--- src/hdl/uart_sir_pkg.sv ---
// Constants, configuration words and state types of the serial port.
// Assumes a single 100 MHz system clock and control words set by software.
//
// Operation
// - Transmit and receive have own enables, both set after reset.
// - Clearing global enable lets the character in flight finish.
// - Frame is start bit, data LSB first, optional parity, stop bits.
// - Five to eight data bits; even, odd, stick or no parity; 1 or 2 stops.
// - Each received character carries overrun, parity, frame, break flags.
// - Divisor is 16-bit integer plus 6-bit fraction in separate words.
// - Divisor is clock over sixteen times baud; it sets the bit period.
// - A 16x baud tick times receive sampling; sixteen ticks make a bit.
// - Divisors and line control load together only on line control write.
// - Sixteen-entry transmit and receive FIFOs; receive entries add 4 flags.
// - Enabled transmitter sends while the transmit FIFO holds data.
// - Busy from FIFO non-empty until last stop bit has left.
// - Start bit checked at eighth tick; a high there is a false start.
// - Later bits sampled every sixteenth tick, then parity checked.
// - Low stop bit is a framing error; then character is stored.
// - Normal infrared: zero is 3/16 bit high pulse, one is low.
// - Infrared encoder uses start, data and parity bits; decoded low pulses feed receiver.
// - Low-power infrared pulse lasts three low-power reference ticks.
// - Low-power tick divides the reference clock by 1 to 256.
// - After reset FIFOs are one deep until FIFO enable is set.
package uart_sir_pkg;

    localparam logic [3:0] TICK_LAST = 4'hf;
    localparam logic [3:0] START_SAMPLE = 4'h7;
    localparam logic [3:0] SIR_PULSE_LAST = 4'h2;
    localparam logic [1:0] LP_PULSE_TICKS = 2'h3;
    localparam logic [4:0] SIR_HOLD_TICKS = 5'h10;
    localparam logic [22:0] ACC_STEP = 23'h000040;
    localparam logic [4:0] DEPTH_FIFO = 5'h10;
    localparam logic [4:0] DEPTH_HOLD = 5'h01;
    localparam logic [2:0] WORD_BASE = 3'h4;
    localparam logic [1:0] SHIFT_BASE = 2'h3;

    typedef enum logic [2:0] {TX_IDLE, TX_START, TX_DATA, TX_PAR, TX_STOP}
        tx_state_t;
    typedef enum logic [2:0] {RX_IDLE, RX_START, RX_DATA, RX_PAR, RX_STOP}
        rx_state_t;

    typedef struct packed {
        logic port_global_enable;
        logic tx_enable_bit;
        logic rx_enable_bit;
        logic sir_enable;
        logic sir_lowpower;
    } port_ctl_t;

    localparam port_ctl_t CTL_RESET = 5'b01100;

    typedef struct packed {
        logic send_break;
        logic parity_en;
        logic even_sel;
        logic two_stop;
        logic fifo_enable_bit;
        logic [1:0] word_len;
        logic stick_sel;
    } line_ctl_t;

    typedef struct packed {
        logic [15:0] divisor_int_part;
        logic [5:0] divisor_frac_part;
        line_ctl_t lc;
    } line_cfg_t;

    localparam line_cfg_t LINE_RESET = 30'h0;

    typedef struct packed {
        logic overrun;
        logic brk;
        logic parity_err;
        logic frame_err;
        logic [7:0] data;
    } rx_entry_t;

endpackage

--- src/hdl/uart_with_sir_codec.sv ---
// Serial transmitter and receiver with FIFOs, fractional baud generator
// and infrared pulse encoder and decoder.
// Assumes control words are written by strobes in the clk_sys domain and
// that serial_in_pin is asynchronous.
`timescale 1ns/1ps
`default_nettype none
module uart_with_sir_codec
    import uart_sir_pkg::*;
(
    input wire logic clk_sys,
    input wire logic arst_n,
    input wire logic ctl_wr,
    input wire port_ctl_t port_control_reg,
    input wire logic line_wr,
    input wire logic [15:0] divisor_integer_reg,
    input wire logic [5:0] divisor_fraction_reg,
    input wire line_ctl_t line_control_reg,
    input wire logic [7:0] lp_divisor,
    input wire logic tx_valid,
    input wire logic [7:0] tx_data,
    output logic tx_ready,
    output logic rx_valid,
    output rx_entry_t rx_data,
    input wire logic rx_ready,
    output logic tx_busy,
    output logic tx_empty,
    output logic rx_full,
    output logic rx_false_start,
    input wire logic serial_in_pin,
    output logic serial_out_pin
);

    typedef struct packed {
        port_ctl_t ctl;
        line_cfg_t line;
        logic sync1;
        logic sync2;
        logic [22:0] baud_acc;
        logic [7:0] lp_cnt;
        logic [15:0][7:0] tx_mem;
        logic [3:0] tx_wp;
        logic [3:0] tx_rp;
        logic [4:0] tx_cnt;
        rx_entry_t [15:0] rx_mem;
        logic [3:0] rx_wp;
        logic [3:0] rx_rp;
        logic [4:0] rx_cnt;
        tx_state_t tx_st;
        logic [3:0] tx_tick;
        logic [2:0] tx_bit;
        logic [7:0] tx_sh;
        logic tx_par;
        logic tx_stop2;
        logic txd;
        logic [1:0] lp_left;
        logic serial_out;
        rx_state_t rx_st;
        logic [3:0] rx_tick;
        logic [2:0] rx_bit;
        logic [7:0] rx_sh;
        logic rx_pe;
        logic rx_zero;
        logic rx_hi;
        logic [4:0] sir_hold;
        logic ovr_pend;
        logic false_start;
    } state_t;

    state_t st_r;
    state_t st_nxt;

    logic baud_tick;
    logic lp_tick;
    logic rx_in;
    logic tx_on;
    logic rx_on;
    logic bit_start;
    logic tx_push;
    logic tx_pop;
    logic rx_pop;
    logic rx_push;
    logic [4:0] depth;
    logic [2:0] last_bit;
    logic [7:0] word_mask;
    logic [22:0] acc_sum;
    logic [22:0] div_full;
    rx_entry_t push_entry;

    function automatic logic par_bit(input logic [7:0] d,
                                     input line_ctl_t c);
        logic p;
        p = c.even_sel ? ^d : ~^d;
        if (c.stick_sel) begin
            p = ~c.even_sel;
        end
        return p;
    endfunction

    always_comb begin
        st_nxt = st_r;
        bit_start = 1'b0;
        tx_pop = 1'b0;
        rx_push = 1'b0;
        push_entry = '0;
        baud_tick = 1'b0;
        tx_on = st_r.ctl.port_global_enable & st_r.ctl.tx_enable_bit;
        rx_on = st_r.ctl.port_global_enable & st_r.ctl.rx_enable_bit;
        depth = st_r.line.lc.fifo_enable_bit ? DEPTH_FIFO : DEPTH_HOLD;
        last_bit = WORD_BASE + {1'b0, st_r.line.lc.word_len};
        word_mask = 8'hff >> (SHIFT_BASE - st_r.line.lc.word_len);

        if (ctl_wr) begin
            st_nxt.ctl = port_control_reg;
        end
        // X16_baud_tick from a 16.6 fixed-point divisor, counted in 1/64 clocks
        div_full = {1'b0, st_r.line.divisor_int_part,
                    st_r.line.divisor_frac_part};
        acc_sum = st_r.baud_acc + ACC_STEP;
        if (div_full == 23'h0) begin
            st_nxt.baud_acc = 23'h0;
        end else if (acc_sum >= div_full) begin
            baud_tick = 1'b1;
            st_nxt.baud_acc = acc_sum - div_full;
        end else begin
            st_nxt.baud_acc = acc_sum;
        end
        if (line_wr) begin
            st_nxt.line = {divisor_integer_reg, divisor_fraction_reg,
                           line_control_reg};
            st_nxt.baud_acc = 23'h0;
        end
        // Low-power reference: divide by lp_divisor, zero meaning 256
        lp_tick = (st_r.lp_cnt == lp_divisor - 8'h01);
        st_nxt.lp_cnt = lp_tick ? 8'h00 : st_r.lp_cnt + 8'h01;

        st_nxt.sync1 = serial_in_pin;
        st_nxt.sync2 = st_r.sync1;
        // Stretch a light pulse (low input) across the sampling point
        if (!st_r.sync2) begin
            st_nxt.sir_hold = SIR_HOLD_TICKS;
        end else if (baud_tick && st_r.sir_hold != 5'h0) begin
            st_nxt.sir_hold = st_r.sir_hold - 5'h01;
        end
        rx_in = st_r.ctl.sir_enable ? (st_r.sir_hold == 5'h0)
                                    : st_r.sync2;

        tx_push = tx_valid & tx_ready;
        rx_pop = rx_ready & rx_valid;
        if (tx_push) begin
            st_nxt.tx_mem[st_r.tx_wp] = tx_data;
            st_nxt.tx_wp = st_r.tx_wp + 4'h1;
        end

        case (st_r.tx_st)
            TX_IDLE: begin
                if (tx_on && st_r.tx_cnt != 5'h0) begin
                    tx_pop = 1'b1;
                    bit_start = 1'b1;
                    st_nxt.tx_sh = st_r.tx_mem[st_r.tx_rp] & word_mask;
                    st_nxt.tx_par = par_bit(st_r.tx_mem[st_r.tx_rp]
                                            & word_mask, st_r.line.lc);
                    st_nxt.tx_st = TX_START;
                    st_nxt.tx_tick = 4'h0;
                    st_nxt.tx_bit = 3'h0;
                    st_nxt.tx_stop2 = 1'b0;
                    st_nxt.txd = 1'b0;
                end else begin
                    st_nxt.txd = 1'b1;
                end
            end
            default: begin
                if (baud_tick) begin
                    st_nxt.tx_tick = st_r.tx_tick + 4'h1;
                end
                if (baud_tick && st_r.tx_tick == TICK_LAST) begin
                    bit_start = 1'b1;
                    case (st_r.tx_st)
                        TX_START: begin
                            st_nxt.tx_st = TX_DATA;
                            st_nxt.txd = st_r.tx_sh[0];
                        end
                        TX_DATA: begin
                            st_nxt.tx_sh = st_r.tx_sh >> 1;
                            st_nxt.tx_bit = st_r.tx_bit + 3'h1;
                            st_nxt.txd = st_r.tx_sh[1];
                            if (st_r.tx_bit == last_bit) begin
                                st_nxt.tx_st = st_r.line.lc.parity_en
                                               ? TX_PAR : TX_STOP;
                                st_nxt.txd = st_r.line.lc.parity_en
                                             ? st_r.tx_par : 1'b1;
                            end
                        end
                        TX_PAR: begin
                            st_nxt.tx_st = TX_STOP;
                            st_nxt.txd = 1'b1;
                        end
                        TX_STOP: begin
                            if (st_r.line.lc.two_stop && !st_r.tx_stop2) begin
                                st_nxt.tx_stop2 = 1'b1;
                            end else begin
                                st_nxt.tx_st = TX_IDLE;
                            end
                        end
                        default: st_nxt.tx_st = TX_IDLE;
                    endcase
                end
            end
        endcase
        if (tx_pop) begin
            st_nxt.tx_rp = st_r.tx_rp + 4'h1;
        end
        st_nxt.tx_cnt = st_r.tx_cnt + {4'h0, tx_push} - {4'h0, tx_pop};

        // Low-power pulse starts with each zero bit
        if (bit_start && !st_nxt.txd && st_nxt.tx_st != TX_IDLE) begin
            st_nxt.lp_left = LP_PULSE_TICKS;
        end else if (lp_tick && st_r.lp_left != 2'h0) begin
            st_nxt.lp_left = st_r.lp_left - 2'h1;
        end
        if (!st_nxt.ctl.sir_enable) begin
            st_nxt.serial_out = st_nxt.txd & ~st_nxt.line.lc.send_break;
        end else if (st_nxt.ctl.sir_lowpower) begin
            st_nxt.serial_out = st_nxt.lp_left != 2'h0;
        end else begin
            st_nxt.serial_out = !st_nxt.txd && st_nxt.tx_st != TX_IDLE
                                && st_nxt.tx_tick <= SIR_PULSE_LAST;
        end

        st_nxt.false_start = 1'b0;
        case (st_r.rx_st)
            RX_IDLE: begin
                st_nxt.rx_hi = rx_in;
                if (rx_on && st_r.rx_hi && !rx_in) begin
                    st_nxt.rx_st = RX_START;
                    st_nxt.rx_tick = 4'h0;
                    st_nxt.rx_bit = 3'h0;
                    st_nxt.rx_sh = 8'h00;
                    st_nxt.rx_zero = 1'b1;
                end
            end
            RX_START: begin
                if (baud_tick) begin
                    st_nxt.rx_tick = st_r.rx_tick + 4'h1;
                    if (st_r.rx_tick == START_SAMPLE) begin
                        st_nxt.rx_tick = 4'h0;
                        if (rx_in) begin
                            st_nxt.false_start = 1'b1;
                            st_nxt.rx_st = RX_IDLE;
                            st_nxt.rx_hi = 1'b1;
                        end else begin
                            st_nxt.rx_st = RX_DATA;
                        end
                    end
                end
            end
            default: begin
                if (baud_tick) begin
                    st_nxt.rx_tick = st_r.rx_tick + 4'h1;
                end
                if (baud_tick && st_r.rx_tick == TICK_LAST) begin
                    st_nxt.rx_zero = st_r.rx_zero & ~rx_in;
                    case (st_r.rx_st)
                        RX_DATA: begin
                            st_nxt.rx_sh = {rx_in, st_r.rx_sh[7:1]};
                            st_nxt.rx_bit = st_r.rx_bit + 3'h1;
                            if (st_r.rx_bit == last_bit) begin
                                st_nxt.rx_st = st_r.line.lc.parity_en
                                               ? RX_PAR : RX_STOP;
                            end
                            st_nxt.rx_pe = 1'b0;
                        end
                        RX_PAR: begin
                            st_nxt.rx_pe = rx_in != par_bit(st_r.rx_sh,
                                                            st_r.line.lc);
                            st_nxt.rx_st = RX_STOP;
                        end
                        RX_STOP: begin
                            rx_push = 1'b1;
                            push_entry.data = st_r.rx_sh
                                >> (SHIFT_BASE - st_r.line.lc.word_len);
                            push_entry.parity_err = st_r.rx_pe;
                            push_entry.frame_err = !rx_in;
                            push_entry.brk = st_r.rx_zero && !rx_in;
                            push_entry.overrun = st_r.ovr_pend;
                            st_nxt.rx_st = RX_IDLE;
                            st_nxt.rx_hi = rx_in;
                        end
                        default: st_nxt.rx_st = RX_IDLE;
                    endcase
                end
            end
        endcase

        // A full FIFO drops the character and flags the next one stored
        if (rx_push && (st_r.rx_cnt < depth || rx_pop)) begin
            st_nxt.rx_mem[st_r.rx_wp] = push_entry;
            st_nxt.rx_wp = st_r.rx_wp + 4'h1;
            st_nxt.ovr_pend = 1'b0;
        end else if (rx_push) begin
            st_nxt.ovr_pend = 1'b1;
            rx_push = 1'b0;
        end
        if (rx_pop) begin
            st_nxt.rx_rp = st_r.rx_rp + 4'h1;
        end
        st_nxt.rx_cnt = st_r.rx_cnt + {4'h0, rx_push} - {4'h0, rx_pop};
    end

    always_ff @(posedge clk_sys or negedge arst_n) begin
        if (!arst_n) begin
            st_r <= '0;
            st_r.ctl <= CTL_RESET;
            st_r.line <= LINE_RESET;
            st_r.sync1 <= 1'b1;
            st_r.sync2 <= 1'b1;
            st_r.txd <= 1'b1;
            st_r.serial_out <= 1'b1;
            st_r.rx_zero <= 1'b1;
            st_r.tx_st <= TX_IDLE;
            st_r.rx_st <= RX_IDLE;
        end else begin
            st_r <= st_nxt;
        end
    end

    assign tx_ready = st_r.tx_cnt < depth;
    assign tx_empty = st_r.tx_cnt == 5'h0;
    assign tx_busy = !tx_empty || st_r.tx_st != TX_IDLE;
    assign rx_valid = st_r.rx_cnt != 5'h0;
    assign rx_full = st_r.rx_cnt >= depth;
    assign rx_data = st_r.rx_mem[st_r.rx_rp];
    assign rx_false_start = st_r.false_start;
    assign serial_out_pin = st_r.serial_out;

    chk_start_low: assert property (@(posedge clk_sys) disable iff (!arst_n)
        st_r.tx_st == TX_START && !st_r.ctl.sir_enable |-> !serial_out_pin)
        else $error("start bit not low");
    chk_stop_high: assert property (@(posedge clk_sys) disable iff (!arst_n)
        st_r.tx_st == TX_STOP && !st_r.ctl.sir_enable
        && !st_r.line.lc.send_break |-> serial_out_pin)
        else $error("stop bit not high");
    chk_tx_launch: assert property (@(posedge clk_sys) disable iff (!arst_n)
        st_r.tx_st == TX_IDLE && tx_on && !tx_empty |=> st_r.tx_st == TX_START)
        else $error("transmitter did not start");
    chk_tx_hold: assert property (@(posedge clk_sys) disable iff (!arst_n)
        st_r.tx_st == TX_IDLE && !tx_on |=> st_r.tx_st == TX_IDLE)
        else $error("transmit started while disabled");
    chk_busy_flag: assert property (@(posedge clk_sys) disable iff (!arst_n)
        !tx_empty || st_r.tx_st == TX_STOP |-> tx_busy)
        else $error("busy dropped early");
    chk_false_start: assert property (@(posedge clk_sys) disable iff (!arst_n)
        st_r.rx_st == RX_START && baud_tick && st_r.rx_tick == START_SAMPLE
        && rx_in |=> rx_false_start && st_r.rx_st == RX_IDLE)
        else $error("false start not flagged");
    chk_hold_depth: assert property (@(posedge clk_sys) disable iff (!arst_n)
        !st_r.line.lc.fifo_enable_bit && $stable(st_r.line)
        |-> st_r.tx_cnt <= DEPTH_HOLD && st_r.rx_cnt <= DEPTH_HOLD)
        else $error("holding register deeper than one");
    chk_line_load: assert property (@(posedge clk_sys) disable iff (!arst_n)
        !line_wr |=> $stable(st_r.line))
        else $error("divisor changed without line write");
    chk_sir_pulse: assert property (@(posedge clk_sys) disable iff (!arst_n)
        st_r.ctl.sir_enable && !st_r.ctl.sir_lowpower && serial_out_pin
        |-> !st_r.txd && st_r.tx_tick <= SIR_PULSE_LAST)
        else $error("infrared pulse too long");
    chk_lp_pulse: assert property (@(posedge clk_sys) disable iff (!arst_n)
        bit_start && !st_nxt.txd && st_nxt.tx_st != TX_IDLE
        |=> st_r.lp_left == LP_PULSE_TICKS)
        else $error("low-power pulse not three ticks");

endmodule
`default_nettype wire

--- config.mk ---
export PLATFORM = sky130hd
export DESIGN_NAME = uart_with_sir_codec
export DESIGN_NICKNAME = d
export VERILOG_FILES = /design/src/hdl/uart_sir_pkg.sv /design/src/hdl/uart_with_sir_codec.sv
export SDC_FILE = /design/constraint.sdc
export NUM_CORES = 1
export LEC_CHECK = 0
export ABC_AREA = 1
export BUFFER_PORTS_ARGS = -buffer_cell sky130_fd_sc_hd__buf_2
export CAP_MARGIN = 20
export CORE_MARGIN = 2
export CORE_UTILIZATION = 50
export CTS_BUF_LIST = sky130_fd_sc_hd__clkbuf_8
export DETAILED_ROUTE_END_ITERATION = 12
export PLACE_DENSITY = 0.66
export SLEW_MARGIN = 15
export SYNTH_ARGS = -nofsm -noshare
export SYNTH_HDL_FRONTEND = slang
export SYNTH_SLANG_ARGS = --single-unit
--- constraint.sdc ---
create_clock -name clk_sys -period 4.95 [get_ports clk_sys]
set_clock_uncertainty 0.2 [all_clocks]
set_input_delay 0.2475 -clock clk_sys [delete_from_list [all_inputs] [get_ports clk_sys]]
set_output_delay 0.2475 -clock clk_sys [all_outputs]
set_load 0.02 [all_outputs]
==> summary.txt, run 1 <==
Run status
  • Status: completed

Timing
  • Period utilisation layout: between 90% and 100%
  • Final setup viols: 0
  • Final hold violation count: 0
  • Worst slew margin: 26.6%
  • Final Worst Setup Slack: 0.402 ns
  • Slew at the pin closest to its max-slew limit: 1.10 ns
  • Final Max Tran Viols: 0
  • Worst hold slack: approximately 0.038 ns
  • Top achievable clock speed: 220 MHz
  • Final min period: ~4.5 ns

Layout
  • Area of the multi-input gates: between 10000 and 15000 um^2
  • Fill cells: a little over 4000
  • Area grow syn2layout: 12.8%
  • Util after Layout: 57.3%
  • N_diodes: 0
  • Finished Layout Cells: ~3500
  • Register Area: 11700 um^2
  • # nets final: 3014
  • Share of cells above drive strength 1: under 10%

Place
  • Dpl ws: around 0.31 ns
  • Total placed cells including tap cells: 3343
  • Dpl hpwl: around 37 mm
  • GP Congestion: between 0.9 and 1
  • I/O Buffers: 76

Clock tree
  • Clk_lat worst skew: ~0.65 ns
  • CTS Buffer Depth: 3
  • CTS tree: done
  • Root buf cell: clkbuf_8
  • CTS buffer count: 80
  • H-tree levels: 3
  • CTS Sinks: roughly 470
  • Reg clk slew, reported paths: ~0.06 ns

Critical path
  • Reg2reg path depth: 28
  • Max stage delay on crit path: around 0.41 ns
  • Crit path to: st_r[56]
  • Worst-path fanout max: 6
  • WP data arrival: 4.93 ns
  • CP delay by family, top: simple AND/OR/NAND/NOR gates
  • Reg2Reg Capture Point: st_r[56]
  • R2R setup slack: 0.40 ns
  • Worst path depth: 28
  • Worst path buffer plus inverter count: 1
  • CP endpoint kind: register
  • R2r startpoint: st_r[412]
  • Crit path launch: st_r[412]
  • WS Path Type: register to register
  • Crit path top cell by count: nor2_1
  • CP startpoint kind: register
  • Slowest cell on crit path: fa_1
  • Endpoint required time on the critical path: roughly 5.3 ns

Routing
  • Starting DRT DRC Count: approximately 1700
  • DRC Markers: 0
  • Drt first pass iters: 5
  • Post-route ant nets: 0
  • Total routed wirelength: around 60 mm
  • Routed length per instance: about 17 um
  • Vias per inst: roughly 5.6
  • Vias: between 15000 and 20000

Yosys
  • Largest area contributor in the netlist: dfrtp_1
  • Net Count, Synth: 2911
  • Synthesized area: ~23000 um^2
  • Post-synthesis async set-or-reset flop share: 100%
  • Avg Inst Size Synth: 8.31 um^2
  • Ys Warns: 0
  • Unique cell type count in the Yosys netlist: 52
  • Share of the synthesized area in the top cell type: 49.6%
  • Number of flops mapped to enable cells by yosys: 0
  • Mapped Cells: ~2800
  • Main area contributors after synthesis: dfrtp_1, nand2_1, o21ai_0, inv_1, nor2_1
  • Number of register bits inferred by synthesis: between 400 and 500
  • Post-synthesis sequential area ratio: 50.4%
  • Top_reg_cell synth: dfrtp_1

Die
  • Die area: 48100 um^2
  • Cell Rows: 78
  • Ports: between 70 and 80
  • Starting Density: between 50% and 60%
  • Core area: approximately 46000 um^2
  • Chip height: 219 um
  • Die W: between 200 and 250 um

Power and ir drop
  • Sw Pwr: between 5000 and 6000 uW
  • Power per cell area: 524 nW/um^2
  • Leakage: 0.0123 uW
  • Clk network pwr share: about a quarter
  • Sw frac: between 40% and 50%
  • Maximum vdd drop: around 680 uV
  • Combinational power share: a little under 40%
  • Internal: a little over 8000 uW
  • Sequential power share: about 37%

Worst hold path
  • Hold crit path type: input pin to register

Global route
  • Gr usage total: about 26%
  • First-pass GRT wire length: slightly below 100 mm
  • Initial antenna violation count: 0
  • Vias in the first global route: ~19000
  • Grt total ovfl: 0
  • Largest net degree at the start of global routing: around 120

Flow run
  • Max Cap Viol: 0
## stage by stage
| stage | total power [uW] | setup TNS [ns] | cell area (um^2) |
|---|---|---|---|
| finish | 13700 | 0 | 26100 |
| global route | 14700 | -0.00391 | 26100 |
| CTS | 13700 | 0 | 26000 |
| detailed placement | 10300 | 0 | 23900 |
| global placement | 10100 | 0 | 23900 |
| floorplan | 8750 | 0 | 23200 |
## final cells by class
type                       count  area share, %
clock inverter                36          0.541
tap                          600           2.87
clock buffer                 101           5.32
multi-input combinational   1933           38.3
inverter                     245           3.52
sequential                   466           44.7
timing repair buffer         166           4.79
## cell families after synthesis
family,count (synthesis),synth area share [%]
xor+xnor,79,2.99
compound gates,794,18.6
flops,466,50.4
simple gates,995,17.9
fa+ha+maj,64,3.55
mux,1,0.0486
buf+inv,390,6.56
## worst min-delay path by stage
stage / startpoint / to / slack (ns) / cells past startpoint
after global placement: arst_n / div_full[12] / 0.09 / 1
after global routing: line_wr / st_r[433] / 0.08 / 3
after CTS: lp_divisor[6] / st_r[405] / 0.00006 / 7
final: lp_divisor[6] / st_r[405] / 0.04 / 7
after floorplan: arst_n / div_full[0] / -0.25 / 0
after detailed placement: arst_n / div_full[11] / 0.08 / 1
## power by group through the flow
| stage | Clock [uW] | Combinational, uW | Sequential (uW) |
|---|---|---|---|
| 2_1_floorplan | 0 | 3830 | 4920 |
| 3_3_place_gp | 0 | 5070 | 5060 |
| 3_5_place_dp | 0 | 5200 | 5080 |
| 4_1_cts | 3430 | 5260 | 5030 |
| 5_1_grt | 3600 | 5980 | 5130 |
| 6_report | 3350 | 5300 | 5040 |
## sequential cells by signal, indices dropped and copies added (netlist names)
signal          count
rx_false_start      1
st_r              441
st_nxt              1
serial_out_pin      1
div_full           22
## worst min-delay path: stages
cell	delay, ns
buf_2	0.09
nor3_1	0.04
inv_1	0.06
a211oi_1	0.06
nand2_1	0.08
inv_1	0.12
nor2_1	0.11
## per-layer routing
| layer | wire (um) | part of all wire [%] | track usage [%] | up-vias |
|---|---|---|---|---|
| met2 | 28100 | 47 | 42.6 | 582 |
| li1 | - | - | - | 9505 |
| met3 | 3060 | 5.1 | 4.06 | 153 |
| met4 | 2100 | 3.5 | 10.3 | 0 |
| met5 | 0 | 0 | 0 | - |
| met1 | 26500 | 44 | 33.5 | 9451 |
## cell usage after synthesis, types with 2 or more instances
master     instances
xor2_1            53
o31ai_1            4
a21boi_1           2
o221ai_1          40
dfrtp_1          459
and3_1             2
nor2_2             3
o21a_1             2
ha_1              61
inv_1            226
dfstp_2            7
buf_1              7
nand3_2            3
clkbuf_1         101
nor3_2             2
o22ai_2            3
nor3b_1            3
nor3_4             2
nor2_4             3
nor2_1           224
fa_1               3
o21ai_1          156
a211oi_1           6
xnor2_1           26
o22ai_1           29
nor3_1            17
inv_2             14
o21bai_1           2
a21oi_1           89
buf_2             34
nand2_2           11
a31oi_1            2
o21ai_0          432
nand4_1           34
or2_2              3
clkinv_1           5
nand3_1           98
o211ai_1          22
o2111ai_1          2
nor4_1             2
nand2_1          584
## cells in the final DEF (no fill, tap or decap), types with 4 or more instances in the layout
cell           instances
dfstp_2                7
ha_1                  59
o211ai_1              22
a211oi_1               6
a21oi_1               89
o21ai_1              156
nand2_2               11
clkinv_1               5
nor3_1                17
xnor2_1               26
nor2_1               221
buf_4                 28
dfrtp_1              457
inv_2                 15
dlygate4sd3_1         59
o31ai_1                4
o22ai_1               29
inv_1                256
nand2_1              584
o21ai_0              432
clkbuf_8             101
xor2_1                52
clkinv_2               5
nor2_2                 6
nand3_1               98
o221ai_1              40
nand4_1               34
buf_2                 75
## repair_timing
action                                 CTS  global route
setup endpoints to repair                0             1
buffers inserted                         0             8
hold buffers                            59             0
gates resized for setup                  0             6
endpoints found under the hold margin  268             0
Power figures use the tool's default switching activity.
==> run 2, diff against run 1 <==
--- a/config.mk
+++ b/config.mk
@@ -6,14 +6,13 @@
 export NUM_CORES = 1
 export LEC_CHECK = 0
 export ABC_AREA = 1
-export BUFFER_PORTS_ARGS = -buffer_cell sky130_fd_sc_hd__buf_2
 export CAP_MARGIN = 20
 export CORE_MARGIN = 2
 export CORE_UTILIZATION = 50
 export CTS_BUF_LIST = sky130_fd_sc_hd__clkbuf_8
 export DETAILED_ROUTE_END_ITERATION = 12
-export PLACE_DENSITY = 0.66
-export SLEW_MARGIN = 15
+export DONT_BUFFER_PORTS = 1
+export SLEW_MARGIN = 20
 export SYNTH_ARGS = -nofsm -noshare
 export SYNTH_HDL_FRONTEND = slang
 export SYNTH_SLANG_ARGS = --single-unit
==> summary.txt, run 2 (synthesis gave the netlist of run 1 again) <==
Clock tree
  • # hold bufs at CTS: 110 (+86%)
  • CTS tree: done
  • Reg clk slew, reported paths: 0.06 ns (about the same)
  • Root buf cell: clkbuf_8
  • CTS Sinks: 466 (unchanged)
  • CTS buffer count: 81 (+1.3%)
  • Clk_lat worst skew: 0.67 ns (+0.02 ns)
  • CTS Buffer Depth: 3 (unchanged)
  • H-tree levels: 3 (unchanged)

Layout
  • Commonest non-fill, non-tap cell in the layout: nand2_1
  • Share of cells above drive strength 1: 7.00% (-2.4 points)
  • Finished Layout Cells: 3528 (-0.54%)
  • # nets final: 2985 (-0.96%)
  • Largest reg by FF count: st_r
  • Final Instance Area: 26300 um^2 (+0.51%)
  • Util after Layout: 57.6% (+0.29 points)
  • N_diodes: 0 (unchanged)
  • Area grow syn2layout: 13.4%
  • Most frequent cells in the layout: nand2_1, dfrtp_1, o21ai_0
  • Max reg flops: 441 (unchanged)

Global route
  • First-pass GRT wire length: 101 mm (+2.5%)
  • Largest net degree at the start of global routing: 467 (+300%)
  • Grt total ovfl: 0 (unchanged)
  • Vias in the first global route: 19000 (-2.1%)
  • Initial antenna violation count: 0 (unchanged)
  • Gr usage total: 26.6% (+0.93 points)

Critical path
  • Crit path top cell by count: nor2_1
  • CP startpoint kind: register
  • R2R setup slack: 0.38 ns (-0.02 ns)
  • Max stage delay on crit path: 0.42 ns (about the same)
  • Slowest cell on crit path: dfrtp_1
  • CP endpoint kind: register
  • Reg2reg path depth: 28 (unchanged)
  • WS Path Type: register to register
  • Worst-path fanout max: 6 (unchanged)
  • Endpoint required time on the critical path: 5.32 ns (about the same)
  • Reg2Reg Capture Point: st_r[56]
  • WP data arrival: 4.94 ns (about the same)
  • R2r startpoint: st_r[412]

Die
  • Cell Rows: 78 (unchanged)
  • Chip height: 219 um (unchanged)
  • Die area: 48100 um^2 (unchanged)
  • Die W: 219 um (unchanged)
  • Starting Density: 50.8% (unchanged)
  • Ports: 77 (unchanged)
  • Core area: 45600 um^2 (unchanged)

Timing
  • Final min period: 4.57 ns (+0.0204 ns)
  • Final hold violation count: 466 (+466)
  • Worst hold slack: -0.903 ns (-0.941 ns)
  • Final setup viols: 0 (unchanged)
  • Slew at the pin closest to its max-slew limit: 1.26 ns (+0.161 ns)
  • Unrepaired setup endpoints after global routing: false
  • Final Max Tran Viols: 0 (unchanged)
  • Top achievable clock speed: 219 MHz (-0.45%)
  • Worst slew margin: 15.9% (-11 points)
  • Period utilisation layout: 92.3% (+0.41 points)
  • Setup TNS: 0 ns (unchanged)

Power and ir drop
  • Pwr Total: 13700 uW (+0.27%)
  • Maximum vdd drop: 574 uV (-16%)
  • Leakage: 0.0121 uW (-0.88%)
  • Power per cell area: 523 nW/um^2 (-0.23%)

Place
  • DP Area: 23500 um^2 (-1.9%)
  • Dpl hpwl: 37.3 mm (about the same)
  • Total placed cells including tap cells: 3265 (-2.3%)
  • GP Congestion: 0.900 (about the same)
  • I/O Buffers: 0 (-100%)

Routing
  • Starting DRT DRC Count: 1701 (-1.6%)
  • Total routed wirelength: 62.4 mm (+4.4%)
  • Drt first pass iters: 7 (+2)
  • DRC Markers: 0 (unchanged)
  • Routed length per instance: 17.7 um (+5.0%)
  • Vias per inst: 5.55 (about the same)
  • Vias: 19600 (-0.54%)
  • Post-route ant nets: 0 (unchanged)

Worst hold path
  • Hold crit path type: input pin to asynchronous set/reset pin

Run status
  • Failing checks: negative hold slack
  • Status: finished, violations left

Flow run
  • Max Cap Viol: 0 (unchanged)
-- run 2: cell types whose count changed in the layout (fill, tap and decap cells not counted), sizes merged --
cell         previous run  this run
clkinvlp                0         4
buf                   107        27
clkbuf                101       100
dlygate4sd3            59       109
clkinv                 10        11
bufinv                  0         1
inv                   271       277
-- run 2: power breakdown --
group          switching (uW)  leakage, uW  internal [uW]
registers                 549      0.00610           4540
logic                    3410      0.00510           1730
clock network            1620     0.000952           1880
-- run 2: worst max-delay path by stage --
stage                          from        to  slack, ns  cells past startpoint
after CTS                 st_r[412]  st_r[56]       0.30                     29
final                     st_r[412]  st_r[56]       0.38                     28
after floorplan           st_r[412]  st_r[56]       0.62                     29
after detailed placement  st_r[412]  st_r[56]       0.34                     29
after global routing      st_r[412]  st_r[56]      0.003                     28
after global placement    st_r[412]  st_r[56]       0.45                     29
-- run 2: worst max-delay path, delay by kind of cell (launching register included) --
kind            cells  cell delay [ns]
xor+xnor            2             0.34
buf+inv             3             0.17
simple gates       16             1.69
fa+ha+maj           5             1.46
flops               1             0.42
compound gates      2             0.24
-- run 2: repair_timing --
item | CTS | global route
setup endpoints to repair | 0 | 1
gates resized for setup | 0 | 5
setup buffers | 0 | 5
hold endpoints to repair | 655 | 466
-- run 2: routing by layer --
layer / track usage [%] / vias up / wire, um
li1: - / 9467 / -
met1: 36.2 / 9442 / 28000
met2: 43.1 / 572 / 29300
met3: 4.06 / 104 / 3530
met4: 9.55 / 0 / 1510
met5: 0 / - / 0
-- run 2: metrics by stage --
| step | setup slack, ns | hold slack [ns] |
|---|---|---|
| floorplan | 0.623 | -0.248 |
| global placement | 0.449 | -0.237 |
| detailed placement | 0.337 | -0.235 |
| CTS | 0.297 | -0.952 |
| global route | 0.00321 | -0.944 |
| finish | 0.382 | -0.903 |
-- run 2: final cells by class --
class	count	area, um^2
clock buffer	100	1380
tap	600	751
clock inverter	48	244
sequential	466	11700
multi-input combinational	1933	10000
fill	4081	19300
timing repair buffer	136	1310
inverter	245	920
